[src/rtl/slbt_regs.vh]
/*
 * Register offsets, field positions, reset values and timing counts of the
 * break-capable serial transmitter.
 * Assumes a byte address of 8 bits and 32-bit register words.
 */
`ifndef SLBT_REGS_VH
`define SLBT_REGS_VH

`define SLBT_ADDR_W         8
`define SLBT_FRAME_CTRL_ONE 8'h00
`define SLBT_FRAME_CTRL_TWO 8'h04
`define SLBT_FRAME_CTRL_THR 8'h08
`define SLBT_BAUD_DIVIDER   8'h0C
`define SLBT_TX_DATA        8'h10
`define SLBT_STATUS         8'h14

`define SLBT_WORD9_BIT      0
`define SLBT_BREAK_BIT      0
`define SLBT_TX_ON_BIT      1
`define SLBT_LIN_EN_BIT     0

`define SLBT_ST_BUSY_BIT    0
`define SLBT_ST_FULL_BIT    1
`define SLBT_ST_EMPTY_BIT   2
`define SLBT_ST_BREAK_BIT   3

`define SLBT_BAUD_RESET     8'h00
`define SLBT_OVERSAMPLE     16
`define SLBT_SUB_LAST       4'hF
`define SLBT_BRK_BITS_8     4'hA
`define SLBT_BRK_BITS_9     4'hB
`define SLBT_BRK_BITS_LIN   4'hD
`define SLBT_IDLE_BITS      4'hA
`define SLBT_FRAME_BITS_8   4'hA
`define SLBT_FRAME_BITS_9   4'hB

`define SLBT_FIFO_W         9
`define SLBT_FIFO_D         16
`define SLBT_FIFO_AW        4

`endif

[src/rtl/slbt_fifo.v]
/*
 * Synchronous first-in first-out buffer built from flip-flops.
 * Assumes one clock; both sides use valid and ready handshakes.
 */
`timescale 1ns/1ns
`default_nettype none

module slbt_fifo #(
    parameter W  = 9,
    parameter D  = 16,
    parameter AW = 4
) (
    input  wire         sys_clk,
    input  wire         resetn,
    input  wire         in_valid,
    output wire         in_ready,
    input  wire [W-1:0] in_data,
    output wire         out_valid,
    input  wire         out_ready,
    output wire [W-1:0] out_data
);
    reg [W-1:0]  mem_r [0:D-1];
    reg [AW-1:0] wr_ptr_r;
    reg [AW-1:0] rd_ptr_r;
    reg [AW:0]   count_r;
    wire         push;
    wire         pop;

    assign in_ready  = (count_r != D[AW:0]);
    assign out_valid = (count_r != {(AW+1){1'b0}});
    assign out_data  = mem_r[rd_ptr_r];
    assign push      = in_valid & in_ready;
    assign pop       = out_valid & out_ready;

    always @(posedge sys_clk) begin
        if (push) begin
            mem_r[wr_ptr_r] <= in_data;
        end
    end

    always @(posedge sys_clk or negedge resetn) begin
        if (!resetn) begin
            wr_ptr_r <= {AW{1'b0}};
            rd_ptr_r <= {AW{1'b0}};
            count_r  <= {(AW+1){1'b0}};
        end else begin
            if (push) begin
                wr_ptr_r <= wr_ptr_r + 1'b1;
            end
            if (pop) begin
                rd_ptr_r <= rd_ptr_r + 1'b1;
            end
            if (push && !pop) begin
                count_r <= count_r + 1'b1;
            end else if (pop && !push) begin
                count_r <= count_r - 1'b1;
            end
        end
    end
endmodule // slbt_fifo

`default_nettype wire

[src/rtl/slbt_transmitter.v]
/*
 * Serial transmitter with break, idle-frame and LIN master header support.
 * Assumes a register master on sys_clk that never waits and a serial line
 * whose far end samples at the programmed baud rate.
 */
// Implementation choices: the register addresses and the address-and-strobe port.
// Overview of operation
// - Writing send-break one then zero yields exactly one break character.
// - Plain break lasts 10 bits for 8-bit words, 11 for 9-bit, never doubled.
// - While send-break stays set, breaks repeat back to back; none after clearing.
// - LIN master mode is LIN enable set with the word-size bit clear.
// - A LIN master break lasts 13 bit periods, never longer.
// - Transmitter enable off then on queues an idle frame; following break is exact.
// - The idle frame holds the line high for 10 bit periods.
// - LIN header goes out as break, then synch field, then identifier field.
// - Divider value C9 hex on an 8 MHz clock gives 19200 baud.
// - The line is sampled sixteen times per bit period.
`include "slbt_regs.vh"
`timescale 1ns/1ns
`default_nettype none

module slbt_transmitter (
    input  wire                    sys_clk,
    input  wire                    resetn,
    input  wire [`SLBT_ADDR_W-1:0] reg_addr,
    input  wire [31:0]             reg_wdata,
    input  wire                    reg_wr,
    input  wire                    reg_rd,
    output reg  [31:0]             reg_rdata_r,
    output reg                     txd_r,
    output reg                     sample_tick_r,
    output reg                     tx_buf_ready_r
);
    localparam [3:0] ST_IDLE = 4'b0001;
    localparam [3:0] ST_IFRM = 4'b0010;
    localparam [3:0] ST_BRK  = 4'b0100;
    localparam [3:0] ST_DATA = 4'b1000;

    reg  [3:0]  state_r;
    reg  [3:0]  state_nxt;
    reg         word9_r;
    reg         send_break_request;
    reg         tx_on;
    reg         lin_en_r;
    reg  [7:0]  baud_divider;
    reg         brk_pend_r;
    reg         idle_pend_r;
    reg  [15:0] div_cnt_r;
    reg  [3:0]  sub_r;
    reg  [3:0]  bits_left_r;
    reg  [3:0]  bits_left_nxt;
    reg  [10:0] shift_r;
    reg  [10:0] shift_nxt;
    reg         txd_nxt;
    reg         start_brk;
    reg         start_idle;
    reg         pop_ready;
    wire        lin_master;
    wire        bit_end;
    wire        brk_rise;
    wire        on_rise;
    wire        wr_two;
    wire        fifo_in_ready;
    wire        fifo_out_valid;
    wire [8:0]  fifo_out_data;
    wire        fifo_push;

    // Clock cycles per oversampling tick: prescaler times a power of two.
    function [15:0] tick_len;
        input [7:0] brr;
        reg   [3:0] pr;
        begin
            case (brr[7:6])
                2'b00:   pr = 4'h1;
                2'b01:   pr = 4'h3;
                2'b10:   pr = 4'h4;
                default: pr = 4'hD;
            endcase
            tick_len = {12'h000, pr} << brr[5:3];
        end
    endfunction

    // Break length in bits for the current word size and mode.
    function [3:0] break_bits;
        input lin;
        input w9;
        begin
            if (lin) begin
                break_bits = `SLBT_BRK_BITS_LIN;
            end else if (w9) begin
                break_bits = `SLBT_BRK_BITS_9;
            end else begin
                break_bits = `SLBT_BRK_BITS_8;
            end
        end
    endfunction

    assign lin_master = lin_en_r & ~word9_r;
    assign bit_end    = sample_tick_r && (sub_r == `SLBT_SUB_LAST);
    assign wr_two     = reg_wr && (reg_addr == `SLBT_FRAME_CTRL_TWO);
    assign brk_rise   = wr_two && reg_wdata[`SLBT_BREAK_BIT] && !send_break_request;
    assign on_rise    = wr_two && reg_wdata[`SLBT_TX_ON_BIT] && !tx_on;
    assign fifo_push  = reg_wr && (reg_addr == `SLBT_TX_DATA);

    slbt_fifo #(
        .W  (`SLBT_FIFO_W),
        .D  (`SLBT_FIFO_D),
        .AW (`SLBT_FIFO_AW)
    ) u_fifo (
        .sys_clk   (sys_clk),
        .resetn    (resetn),
        .in_valid  (fifo_push),
        .in_ready  (fifo_in_ready),
        .in_data   (reg_wdata[8:0]),
        .out_valid (fifo_out_valid),
        .out_ready (pop_ready),
        .out_data  (fifo_out_data)
    );

    // Register writes and the read port.
    always @(posedge sys_clk or negedge resetn) begin
        if (!resetn) begin
            word9_r            <= 1'b0;
            send_break_request <= 1'b0;
            tx_on              <= 1'b0;
            lin_en_r           <= 1'b0;
            baud_divider       <= `SLBT_BAUD_RESET;
            reg_rdata_r        <= 32'h0000_0000;
            tx_buf_ready_r     <= 1'b0;
        end else begin
            tx_buf_ready_r <= fifo_in_ready;
            if (reg_wr) begin
                if (reg_addr == `SLBT_FRAME_CTRL_ONE) begin
                    word9_r <= reg_wdata[`SLBT_WORD9_BIT];
                end else if (reg_addr == `SLBT_FRAME_CTRL_TWO) begin
                    send_break_request <= reg_wdata[`SLBT_BREAK_BIT];
                    tx_on              <= reg_wdata[`SLBT_TX_ON_BIT];
                end else if (reg_addr == `SLBT_FRAME_CTRL_THR) begin
                    lin_en_r <= reg_wdata[`SLBT_LIN_EN_BIT];
                end else if (reg_addr == `SLBT_BAUD_DIVIDER) begin
                    baud_divider <= reg_wdata[7:0];
                end
            end
            reg_rdata_r <= 32'h0000_0000;
            if (reg_rd) begin
                if (reg_addr == `SLBT_FRAME_CTRL_ONE) begin
                    reg_rdata_r[`SLBT_WORD9_BIT] <= word9_r;
                end else if (reg_addr == `SLBT_FRAME_CTRL_TWO) begin
                    reg_rdata_r[`SLBT_BREAK_BIT] <= send_break_request;
                    reg_rdata_r[`SLBT_TX_ON_BIT] <= tx_on;
                end else if (reg_addr == `SLBT_FRAME_CTRL_THR) begin
                    reg_rdata_r[`SLBT_LIN_EN_BIT] <= lin_en_r;
                end else if (reg_addr == `SLBT_BAUD_DIVIDER) begin
                    reg_rdata_r[7:0] <= baud_divider;
                end else if (reg_addr == `SLBT_STATUS) begin
                    reg_rdata_r[`SLBT_ST_BUSY_BIT]  <= (state_r != ST_IDLE);
                    reg_rdata_r[`SLBT_ST_FULL_BIT]  <= !fifo_in_ready;
                    reg_rdata_r[`SLBT_ST_EMPTY_BIT] <= !fifo_out_valid;
                    reg_rdata_r[`SLBT_ST_BREAK_BIT] <= (state_r == ST_BRK);
                end
            end
        end
    end

    // The sixteen-times tick also serves a receiver sampler on the same divider.
    always @(posedge sys_clk or negedge resetn) begin
        if (!resetn) begin
            div_cnt_r     <= 16'h0000;
            sample_tick_r <= 1'b0;
        end else begin
            if (div_cnt_r >= tick_len(baud_divider) - 16'h0001) begin
                div_cnt_r     <= 16'h0000;
                sample_tick_r <= 1'b1;
            end else begin
                div_cnt_r     <= div_cnt_r + 16'h0001;
                sample_tick_r <= 1'b0;
            end
        end
    end

    // The idle frame goes first, so a break always starts from a clean bit
    // boundary and cannot merge with a frame still draining.
    always @* begin
        state_nxt     = state_r;
        bits_left_nxt = bits_left_r;
        shift_nxt     = shift_r;
        txd_nxt       = txd_r;
        start_brk     = 1'b0;
        start_idle    = 1'b0;
        pop_ready     = 1'b0;
        case (state_r)
            ST_IDLE: begin
                txd_nxt = 1'b1;
                if (tx_on && idle_pend_r) begin
                    start_idle    = 1'b1;
                    state_nxt     = ST_IFRM;
                    bits_left_nxt = `SLBT_IDLE_BITS;
                end else if (tx_on && brk_pend_r) begin
                    start_brk     = 1'b1;
                    state_nxt     = ST_BRK;
                    bits_left_nxt = break_bits(lin_master, word9_r) + 4'h1;
                    txd_nxt       = 1'b0;
                end else if (tx_on) begin
                    pop_ready = 1'b1;
                    if (fifo_out_valid) begin
                        state_nxt = ST_DATA;
                        if (word9_r) begin
                            shift_nxt     = {1'b1, fifo_out_data, 1'b0};
                            bits_left_nxt = `SLBT_FRAME_BITS_9;
                        end else begin
                            shift_nxt     = {2'b11, fifo_out_data[7:0], 1'b0};
                            bits_left_nxt = `SLBT_FRAME_BITS_8;
                        end
                        txd_nxt = 1'b0;
                    end
                end
            end
            ST_IFRM: begin
                txd_nxt = 1'b1;
                if (bit_end) begin
                    bits_left_nxt = bits_left_r - 4'h1;
                    if (bits_left_r == 4'h1) begin
                        state_nxt = ST_IDLE;
                    end
                end
            end
            ST_BRK: begin
                if (bit_end) begin
                    bits_left_nxt = bits_left_r - 4'h1;
                    txd_nxt       = (bits_left_r == 4'h2);
                    if (bits_left_r == 4'h1) begin
                        if (send_break_request && tx_on) begin
                            start_brk     = 1'b1;
                            bits_left_nxt = break_bits(lin_master, word9_r) + 4'h1;
                            txd_nxt       = 1'b0;
                        end else begin
                            state_nxt = ST_IDLE;
                            txd_nxt   = 1'b1;
                        end
                    end
                end
            end
            ST_DATA: begin
                if (bit_end) begin
                    bits_left_nxt = bits_left_r - 4'h1;
                    shift_nxt     = {1'b1, shift_r[10:1]};
                    txd_nxt       = shift_r[1];
                    if (bits_left_r == 4'h1) begin
                        state_nxt = ST_IDLE;
                        txd_nxt   = 1'b1;
                    end
                end
            end
            default: begin
                state_nxt = ST_IDLE;
                txd_nxt   = 1'b1;
            end
        endcase
    end

    // Bit counters and line state; a new request set in the cycle it is taken
    // survives because the set term wins over the clear term.
    always @(posedge sys_clk or negedge resetn) begin
        if (!resetn) begin
            state_r     <= ST_IDLE;
            bits_left_r <= 4'h0;
            shift_r     <= 11'h7FF;
            txd_r       <= 1'b1;
            sub_r       <= 4'h0;
            brk_pend_r  <= 1'b0;
            idle_pend_r <= 1'b0;
        end else begin
            state_r     <= state_nxt;
            bits_left_r <= bits_left_nxt;
            shift_r     <= shift_nxt;
            txd_r       <= txd_nxt;
            brk_pend_r  <= brk_rise | (brk_pend_r & ~start_brk);
            idle_pend_r <= on_rise | (idle_pend_r & ~start_idle);
            if (state_r == ST_IDLE) begin
                sub_r <= 4'h0;
            end else if (sample_tick_r) begin
                sub_r <= sub_r + 4'h1;
            end
        end
    end
endmodule // slbt_transmitter

`default_nettype wire

[config.mk]
export PLATFORM = sky130hd
export DESIGN_NAME = slbt_transmitter
export DESIGN_NICKNAME = d
export VERILOG_FILES = /design/src/rtl/slbt_fifo.v /design/src/rtl/slbt_transmitter.v
export VERILOG_INCLUDE_DIRS = /design/src /design/src/rtl
export SDC_FILE = /design/constraint.sdc
export NUM_CORES = 1
export LEC_CHECK = 0
export BUFFER_PORTS_ARGS = -buffer_cell sky130_fd_sc_hd__buf_2
export CAP_MARGIN = 10
export CORE_AREA = 8 8 167 169
export DETAILED_ROUTE_END_ITERATION = 10
export DIE_AREA = 0 0 175 177
export PLACE_DENSITY = 0.56
export SLEW_MARGIN = 30
export SYNTH_ARGS = -nofsm -noshare
export SYNTH_HDL_FRONTEND = slang
export SYNTH_SLANG_ARGS = --single-unit
[constraint.sdc]
create_clock -name sys_clk -period 5.21 [get_ports sys_clk]
set_input_delay 0.2605 -clock sys_clk [delete_from_list [all_inputs] [get_ports sys_clk]]
set_output_delay 0.2605 -clock sys_clk [all_outputs]
set_load 0.01 [all_outputs]
==> results of run 1 <==
[area by class of cell]
class                           instances  share of cell area [%]
Multi-Input combinational cell        510                   33.53
Timing Repair Buffer                   44                   2.208
Tap cell                              335                   3.590
Clock buffer                           31                   5.626
Clock inverter                         12                   1.093
Sequential cell                       219                   53.24
Inverter                               22                  0.7073
[timing repair]
item | CTS | global route
hold endpoints to repair | 18 | 0
hold buffers | 1 | 0
gates resized for setup | 0 | 0
buffers inserted | 0 | 0
endpoints found under the setup margin | 0 | 0
[cells by family after synthesis]
logic type | count (synthesis) | synth area share, %
and+or+nand+nor | 226 | 11.54
DFF | 219 | 59.29
AOI/OAI and AO/OA | 124 | 8.106
buffers and inverters | 86 | 4.584
muxes | 68 | 9.741
adders and majority gates | 33 | 3.987
xor gates and xnor gates | 32 | 2.674
other | 2 | 0.07165
[worst max-delay path: stages (launching register included)]
cell and delay (ns):
dfrtp_1 0.66, nor2b_1 0.40, nor2_1 0.10, nand2_1 0.13, ha_1 0.40, nand3b_1 0.12, a21oi_1 0.16, a31o_2 0.12
a31oi_1 0.09, ha_1 0.31, nand4_1 0.10, nor2_1 0.13, o2111ai_1 0.15, o221ai_2 0.67, nor2_1 0.12
[cells in the final DEF (no fill, tap or decap), drive strengths merged, types with 12 or more instances in the layout]
cell type,synthesis,layout
nor2,67,67
nor2b,14,14
nand4,18,18
ha,31,31
mux2,23,23
a22oi,18,18
o21ai,19,19
edfxtp,144,144
a31oi,12,12
a21oi,25,25
mux4,21,21
conb,2,27
dfrtp,64,64
xnor2,15,15
buf,41,43
inv,22,22
nand3,26,26
mux2i,24,24
clkbuf,23,31
nor3,13,13
xor2,17,17
nand2,40,40
[worst paths after layout]
kind	to	slack (ns)
worst max-delay path	div_cnt_r[5]	1.39
worst min-delay path	reg_rdata_r[0]	0.1
worst max register to register	div_cnt_r[5]	1.39
worst min register to register	txd_r	0.48
max in group asynchronous	u_fifo.rd_ptr_r[0]	3.97
min in group asynchronous	div_cnt_r[13]	0.16
[cells in the mapped netlist, types with 20 or more instances]
cell type / number / area share [%]
nand2_1: 39 / 1.4
inv_1: 21 / 0.75
mux2i_1: 24 / 2.3
nor2_1: 66 / 2.4
mux2_2: 20 / 2.1
edfxtp_1: 144 / 41
buf_4: 28 / 2.0
a21oi_1: 24 / 1.1
clkbuf_1: 23 / 0.82
ha_1: 31 / 3.7
dfrtp_1: 64 / 15
nand3_1: 26 / 1.2
[sequential cells by signal, indices dropped and copies added (netlist names), 4 cells and up]
signal,flops
baud_divider,8
bits_left_r,4
div_cnt_r,16
reg_rdata_r,8
shift_r,9
state_r,4
sub_r,4
u_fifo.count_r,5
u_fifo.mem_r,144
u_fifo.rd_ptr_r,4
u_fifo.wr_ptr_r,4
[metal layers]
metal	GRT usage [%]	vias to the layer above	share of wire, %
li1	-	2971	-
met1	18.72	3025	46
met2	22.82	136	47
met3	2.283	37	4.5
met4	4.698	0	2.5
met5	0	-	0
[power by group through the flow]
stage               sequential [W]  combinational, W  clock, W
floorplan                  0.00208          0.000434         0
global placement           0.00214          0.000492         0
detailed placement         0.00215          0.000502         0
CTS                        0.00211          0.000507   0.00171
global route               0.00213          0.000570   0.00177
finish                     0.00211          0.000499   0.00166
[through the flow]
| step | worst slack, ns | cells | util (%) | power [W] |
|---|---|---|---|---|
| detailed placement | 1.395 | 1129 | 42.70 | 0.002647 |
| global placement | 1.341 | 1129 | 42.68 | 0.002636 |
| finish | 1.385 | 1173 | 45.84 | 0.004270 |
| global route | 0.9969 | 1173 | 45.84 | 0.004471 |
| floorplan | 1.918 | 815 | - | 0.002516 |
| CTS | 1.369 | 1173 | 45.82 | 0.004326 |
==> out/qor.yml, run 1 <==
floorplanning:
  dieArea_um2: 30980
  coreArea_um2: 25470
  die_x_um: 175
  num_rows: 59
  die_h_um: 177
  initial_utilization_pct: 41.15
  ios: 79
pwr:
  combPwrFrac_pct: 11.7
  swShare_pct: 25.13
  switchingPower_w: 0.001073
  p_int_w: 0.003197
  p_seq_share_pct: 49.4
  irDropWorstVdd_mv: 0.3350
  clkPwrFrac_pct: 38.9
  p_leak_nw: 4.380
  power_density_nw_per_um2: 365.7
route:
  finalWirelength_um: 21640
  drt-wirelength-per-cell_um: 18.45
  firstDrtPassIters: 5
  vias: 6169
  detail-route-antenna-nets: 0
  drc_errors: 0
  first_iter_violations: 420
  vias_per_cell: 5.259
sta:
  final_max_slew_viol_count: 0
  rsz0062_at_grt: "false"
  finalSetupTns_ns: 0
  setup_viol: 0
  final.min_clock_period_ns: 3.825
  worst_pin_slew_ns: 0.8372
  period_share_pct: 73.41
  finalHoldViolCount: 0
  clock_skew_ns: 0.01203
  hold_slack_ns: 0.09756
  clock.fmax_mhz: 261.5
  slew_headroom_pct: 44.19
hold_path:
  hold_depth: 3
  holdCritStartpoint: "reg_rd"
  worstHoldPathType: "primary input to flop"
grt:
  grt_pass1_vias: 6092
  track_usage_pct: 13.97
  grt_antenna_before_repair: 0
  grt_max_degree: 58
  gr-total-overflow: 0
  grt_pass1_wl_um: 34240
layout:
  fillers: 2250
  seqCellArea_um2: 6216
  diodes: 0
  postLayoutCellArea_um2: 11670
  multi_input_area_um2: 3915
  area_growth_syn_to_layout_pct: 11.39
  nets: 897
  drive_above_1_share_pct: 17.78
clock_tree:
  clk_latency_ns: 0.52
  clk_pin_slew_ns: 0.06
  htree_levels: 1
  cts_tree: "built"
  clockBufferDepth: 3
  clock_sink_count: 219
  clock-root-buffer: "clkbuf_16"
  cts_inserted_buffers: 24
setup_path:
  startpoint_type: "flop"
  rr_worst_depth: 14
  crit_arrival_ns: 4.19
  criticalPathCategory: "flop to flop"
  endpoint_kind: "flop"
  worstPathMaxFanout: 19
  worstPathRequired_ns: 5.57
  r2r_start: "baud_divider[7]"
  crit_path_start: "baud_divider[7]"
logic_synthesis:
  ys_warn_count: 0
  synth_edf_count: 144
  syn_area_per_cell_um2: 13.27
  synthArstFlopShare_pct: 34.25
  ys_ff_latch: 219
  syn_area_um2: 10480
  synth_flop_cell: "edfxtp_1"
  netlist-cell-type-count: 76
  synthCells: 790
  yosysSeqAreaShare_pct: 59.29
outcome:
  run_status: "finished, final reports clean"
place:
  dpl_cell_area_um2: 10880
  io_buffers: 31
  dpl.hpwl_um: 14090
  routabilityCongestion: 0.7781
flow_run:
  drv_cap: 0
No activity file was read; power rests on OpenSTA's default activity.
==> run 2: changes to the inputs <==
Settings changed: ABC_AREA set to 1, CORE_AREA 8 8 167 169 to 8 8 169 171, DIE_AREA 0 0 175 177 to 0 0 177 179, PLACE_DENSITY 0.56 to 0.58.
Clock period 5.21 ns to 3.31 ns, I/O delays scaled along.
==> out/qor.yml, run 2 <==
sta:
  worst_pin_slew_ns: 0.8221
  clock.fmax_mhz: 343.8
  final_max_slew_viol_count: 0
  postLayoutSetupSlackWorst_ns: 0.4014
  setup_viol: 0
  rsz0062_at_grt: "false"
  period_share_pct: 87.87
  finalHoldViolCount: 0
  finalSetupTns_ns: 0
  clock_skew_ns: 0.01366
  final.min_clock_period_ns: 2.909
  slew_headroom_pct: 44.99
layout:
  diodes: 0
  final_common_cell: "nor2_1"
  nets: 1228
  drive_above_1_share_pct: 12.22
  layout_common_cells: "nor2_1, edfxtp_1, nand2_1"
  largest_reg_flops: 144
  largest-register: "u_fifo.mem_r"
  top_regs: "u_fifo.mem_r: 144 flops, div_cnt_r: 16 flops, shift_r: 9 flops"
  area_growth_syn_to_layout_pct: 12.43
  postLayoutCellArea_um2: 12010
floorplanning:
  coreArea_um2: 25760
  ios: 79
  dieArea_um2: 31680
  die_h_um: 179
  initial_utilization_pct: 41.45
  die_x_um: 177
  num_rows: 59
logic_synthesis:
  muxShareOfSynthArea_pct: 0
  synthTopCellsByCount: "nor2_1, edfxtp_1, nand2_1"
  synth.most_common_cell: "nor2_1"
  ys_ff_latch: 219
  synth_top_family_by_area: "simple AND/OR/NAND/NOR gates"
  yosysSeqAreaShare_pct: 58.20
  syn_area_per_cell_um2: 9.707
  synthCells: 1100
  synthXorXnorAreaFrac_pct: 2.215
  synth_edf_count: 144
  synth_fa_ha_area_share_pct: 3.820
  synth_compound_area_share_pct: 9.316
  synth_area_leader_cell: "edfxtp_1"
  synth_simple_gate_area_share_pct: 19.57
  synthTopCellsByArea: "edfxtp_1, dfrtp_1, nor2_1"
  synth_top_cell_area_share_pct: 40.50
  netlist-cell-type-count: 44
  ys_warn_count: 0
  syn_area_um2: 10680
  synthArstFlopShare_pct: 34.25
  synth_flop_cell: "edfxtp_1"
pwr:
  p_int_w: 0.005609
  combPwrFrac_pct: 32.1
  irDropWorstVdd_mv: 0.4123
  power_density_nw_per_um2: 728.5
  clkPwrFrac_pct: 29.5
  swShare_pct: 35.87
  p_leak_nw: 5.001
  p_seq_share_pct: 38.4
  switchingPower_w: 0.003137
setup_path:
  crit_arrival_ns: 3.31
  crit_path_start: "baud_divider[7]"
  endpoint_kind: "flop"
  criticalPathCategory: "flop to flop"
  startpoint_type: "flop"
  worstPathMaxFanout: 14
  r2r_start: "baud_divider[7]"
  worstPathRequired_ns: 3.71
place:
  dpl_worst_slack_ns: 0.3577
  dpl_cell_area_um2: 11210
  dpl.hpwl_um: 15980
  routabilityCongestion: 0.8439
  io_buffers: 31
clock_tree:
  clock_sink_count: 219
  clockBufferDepth: 3
  post_cts_resized: 0
  clock-root-buffer: "clkbuf_16"
  cts-hold-fix-buffers: 3
  clk_latency_ns: 0.52
  cts_setup_buffers: 0
  cts_inserted_buffers: 24
  htree_levels: 1
  cts_tree: "built"
  clk_pin_slew_ns: 0.06
route:
  vias_per_cell: 5.057
  vias: 7611
  drt-wirelength-per-cell_um: 15.96
  firstDrtPassIters: 5
  first_iter_violations: 525
  detail-route-antenna-nets: 0
  finalWirelength_um: 24020
  drc_errors: 0
grt:
  grt_max_degree: 74
  grt_pass1_wl_um: 38500
  track_usage_pct: 15.24
  gr-total-overflow: 0
  grt_antenna_before_repair: 2
  grt_pass1_vias: 7353
flow_run:
  drv_cap: 0
hold_path:
  worstHoldPathType: "primary input to flop"
  holdCritStartpoint: "reg_wdata[8]"
outcome:
  run_status: "finished, final reports clean"
run 2: stage by stage:
| step | std cells | total power, W | util [%] | hold WS (ns) |
|---|---|---|---|---|
| 2_1_floorplan | 1125 | 0.005438 | - | -0.1301 |
| 3_3_place_gp | 1458 | 0.006199 | 43.52 | 0.2087 |
| 3_5_place_dp | 1458 | 0.006239 | 43.52 | 0.2168 |
| 4_1_cts | 1505 | 0.008831 | 46.60 | 0.03839 |
| 5_1_grt | 1505 | 0.009356 | 46.60 | 0.05369 |
| 6_report | 1505 | 0.008746 | 46.60 | 0.04677 |
run 2: critical path, stage by stage (launching register included):
cell	delay, ns
dfrtp_1	0.53
nand2_1	0.14
nand3_1	0.11
nor2_1	0.07
inv_1	0.09
ha_1	0.21
nand3_2	0.13
nor2_2	0.19
nand2_1	0.07
nand2_1	0.07
inv_1	0.04
ha_1	0.28
nand4_1	0.11
nor3_1	0.22
nand2_1	0.08
nand3_1	0.21
buf_12	0.18
nor2_1	0.04
run 2: cell type report:
class	count	area [um^2]
Clock buffer	31	636.9
Clock inverter	13	126.4
Fill cell	2419	13760
Inverter	94	352.8
Multi-Input combinational cell	751	3830
Sequential cell	219	6217
Tap cell	335	419.2
Timing Repair Buffer	62	422.9
run 2: worst paths after layout:
path / end / slack [ns] / depth (start not counted)
setup reg to reg: div_cnt_r[5] / 0.40 / 17
hold reg to reg: div_cnt_r[0] / 0.45 / 1
setup / recovery: div_cnt_r[5] / 0.40 / 17
hold / removal: u_fifo.mem_r[2][8] / 0.05 / 1
min in group asynchronous: div_cnt_r[11] / 0.20 / 2
max in group asynchronous: shift_r[2] / 2.36 / 3
run 2: power groups by stage:
stage	logic [W]	clock network, W	registers, W
after floorplan	0.00212	0	0.00332
after global placement	0.00279	0	0.00341
after detailed placement	0.00283	0	0.00341
after CTS	0.00284	0.00263	0.00336
after global routing	0.00322	0.00275	0.00339
final	0.00281	0.00258	0.00336
run 2: metal layers:
| layer | GRT usage, % | part of all wire, % | vias up |
|---|---|---|---|
| met2 | 25.37 | 47 | 144 |
| li1 | - | - | 3786 |
| met1 | 19.86 | 46 | 3642 |
| met3 | 3.012 | 5.1 | 37 |
| met4 | 4.483 | 1.9 | 2 |
| met5 | 0 | 0.054 | - |
run 2: kinds of logic (layout without fill, tap and decap cells):
family                   count (synthesis)  after routing
XOR/XNOR                                27             27
flip-flops                             219            219
other                                    2             27
AND/OR/NAND/NOR                        487            487
adder cells (fa/ha/maj)                 32             32
buffers and inverters                  155            200
AO/OA/AOI/OAI                          178            178
==> run 3: changes to the inputs <==
Settings changed: CORE_AREA 8 8 169 171 to 8 8 149 151, DIE_AREA 0 0 177 179 to 0 0 157 159, PLACE_DENSITY 0.58 to 0.73.
==> out/qor.yml, run 3 (synthesis gave the netlist of run 2 again) <==
layout:
  nets: 1220
  drive_above_1_share_pct: 11.71
  utilization_pct: 60.17
  layout_common_cells: "nor2_1, edfxtp_1, nand2_1"
  largest_reg_flops: 144
  diodes: 0
  top_regs: "u_fifo.mem_r: 144 flops, div_cnt_r: 16 flops, shift_r: 9 flops"
  final_common_cell: "nor2_1"
  largest-register: "u_fifo.mem_r"
  area_growth_syn_to_layout_pct: 11.82
setup_path:
  worstPathRequired_ns: 3.71
  worstPathMaxFanout: 13
  criticalPathCategory: "flop to flop"
  crit_arrival_ns: 3.38
  setup.worst_path.end: "div_cnt_r[4]"
  ff2ff_setup_slack_ns: 0.33
  rr_worst_depth: 17
  startpoint_type: "flop"
  crit_path_start: "baud_divider[4]"
  endpoint_kind: "flop"
  worstReg2RegEnd: "div_cnt_r[4]"
  r2r_start: "baud_divider[4]"
floorplanning:
  die_x_um: 157
  num_rows: 52
  dieArea_um2: 24960
  ios: 79
  die_h_um: 159
  initial_utilization_pct: 53.81
  coreArea_um2: 19840
outcome:
  run_status: "finished, final reports clean"
grt:
  grt_busiest_layer: "met2"
  gr-total-overflow: 0
  met1_usage_pct: 23.48
  track_usage_pct: 18.40
  grt_antenna_before_repair: 0
  use_met3_pct: 2.117
  grt_pass1_wl_um: 37090
  grt_max_degree: 76
  grt_pass1_vias: 7499
  grtUsageMet2_pct: 31.76
clock_tree:
  clk_pin_slew_ns: 0.06
  clockBufferDepth: 3
  cts_setup_buffers: 0
  htree_levels: 1
  clk_latency_ns: 0.52
  clock_sink_count: 219
  cts_tree: "built"
  cts_inserted_buffers: 23
  clock-root-buffer: "clkbuf_16"
flow_run:
  drv_cap: 0
pwr:
  p_leak_nw: 4.995
  clkPwrFrac_pct: 31.0
  swShare_pct: 34.56
  power_density_nw_per_um2: 738.6
  p_seq_share_pct: 37.7
  power_w: 0.008819
  switchingPower_w: 0.003048
  combPwrFrac_pct: 31.3
  irDropWorstVdd_mv: 0.4224
  p_int_w: 0.005771
route:
  drc_errors: 0
  detail-route-antenna-nets: 0
  finalWirelength_um: 22890
  vias: 7710
  vias_per_cell: 5.388
  firstDrtPassIters: 5
  drt-wirelength-per-cell_um: 15.99
  first_iter_violations: 583
sta:
  final.min_clock_period_ns: 2.978
  period_share_pct: 89.97
  setup_viol: 0
  final_max_slew_viol_count: 0
  finalSetupTns_ns: 0
  rsz0062_at_grt: "false"
  worst_pin_slew_ns: 0.9244
  finalHoldViolCount: 0
  clock.fmax_mhz: 335.8
  clock_skew_ns: 0.01708
  slew_headroom_pct: 38.14
hold_path:
  worstHoldPathType: "primary input to flop"
place:
  routabilityCongestion: 0.8551
  io_buffers: 31
  dpl.hpwl_um: 14890
## run 3: cell types whose count changed in the layout (fill, tap and decap cells not counted), sizes merged
| cell | before | now |
|---|---|---|
| clkinv | 13 | 7 |
| clkbuf | 31 | 32 |
| inv | 91 | 92 |
| bufinv | 2 | 4 |
| buf | 59 | 52 |
## run 3: timing repair
item	CTS	global route
resized for setup	0	0
hold buffers	3	0
endpoints found under the hold margin	66	0
## run 3: worst max-delay path: stages (launching register included)
cell     delay (ns)
dfrtp_1        0.50
inv_2          0.17
nand3_1        0.14
nor2_1         0.07
inv_1          0.09
ha_1           0.22
nand3_2        0.13
nor2_2         0.20
nand2_1        0.08
ha_1           0.27
nand2_1        0.06
inv_1          0.05
nand3_1        0.08
nor3_1         0.25
nand2_1        0.09
nand3_1        0.23
buf_12         0.18
nor2_1         0.05
## run 3: final cells by class
cell class | instances | area [um^2]
clock buffers | 32 | 649.4
clock inverters | 10 | 166.4
fillers | 1640 | 7904
inverters | 94 | 352.8
multi-input cells | 751 | 3830
flip-flops and latches | 219 | 6217
well taps | 270 | 337.8
repair buffers | 55 | 386.6
## run 3: how the worst min path moves through the flow
| stage | startpoint | endpoint | slack (ns) | cells after the start |
|---|---|---|---|---|
| finish | reg_wdata[8] | u_fifo.mem_r[4][8] | 0.04 | 1 |
| global route | reg_wdata[8] | u_fifo.mem_r[12][8] | 0.04 | 1 |
| CTS | reg_wdata[8] | u_fifo.mem_r[4][8] | 0.03 | 1 |
| detailed placement | resetn | bits_left_r[3] | 0.39 | 1 |
| global placement | resetn | bits_left_r[3] | 0.39 | 1 |
| floorplan | resetn | baud_divider[0] | -0.13 | 0 |
## run 3: power groups by stage
| stage | Combinational (W) | Sequential (W) | Clock [W] |
|---|---|---|---|
| 4_1_cts | 0.00279 | 0.00332 | 0.00278 |
| 3_5_place_dp | 0.00277 | 0.00337 | 0 |
| 6_report | 0.00276 | 0.00332 | 0.00273 |
| 2_1_floorplan | 0.00212 | 0.00332 | 0 |
| 5_1_grt | 0.00316 | 0.00335 | 0.00288 |
| 3_3_place_gp | 0.00269 | 0.00337 | 0 |
## run 3: stage by stage
stage | cell area (um^2) | instances | hold slack [ns] | worst slack [ns]
2_1_floorplan | 10770 | 1125 | -0.1301 | 0.7314
3_3_place_gp | 11090 | 1386 | 0.3873 | 0.4501
3_5_place_dp | 11090 | 1386 | 0.3889 | 0.3954
4_1_cts | 11940 | 1431 | 0.03133 | 0.3702
5_1_grt | 11940 | 1431 | 0.04105 | 0.01164
6_report | 11940 | 1431 | 0.03938 | 0.3320
## run 3: layer usage
| metal | up-vias | share of wire (%) |
|---|---|---|
| met5 | - | 0 |
| met4 | 0 | 2.6 |
| met3 | 42 | 4.7 |
| met1 | 3691 | 43 |
| met2 | 201 | 50 |
| li1 | 3776 | - |
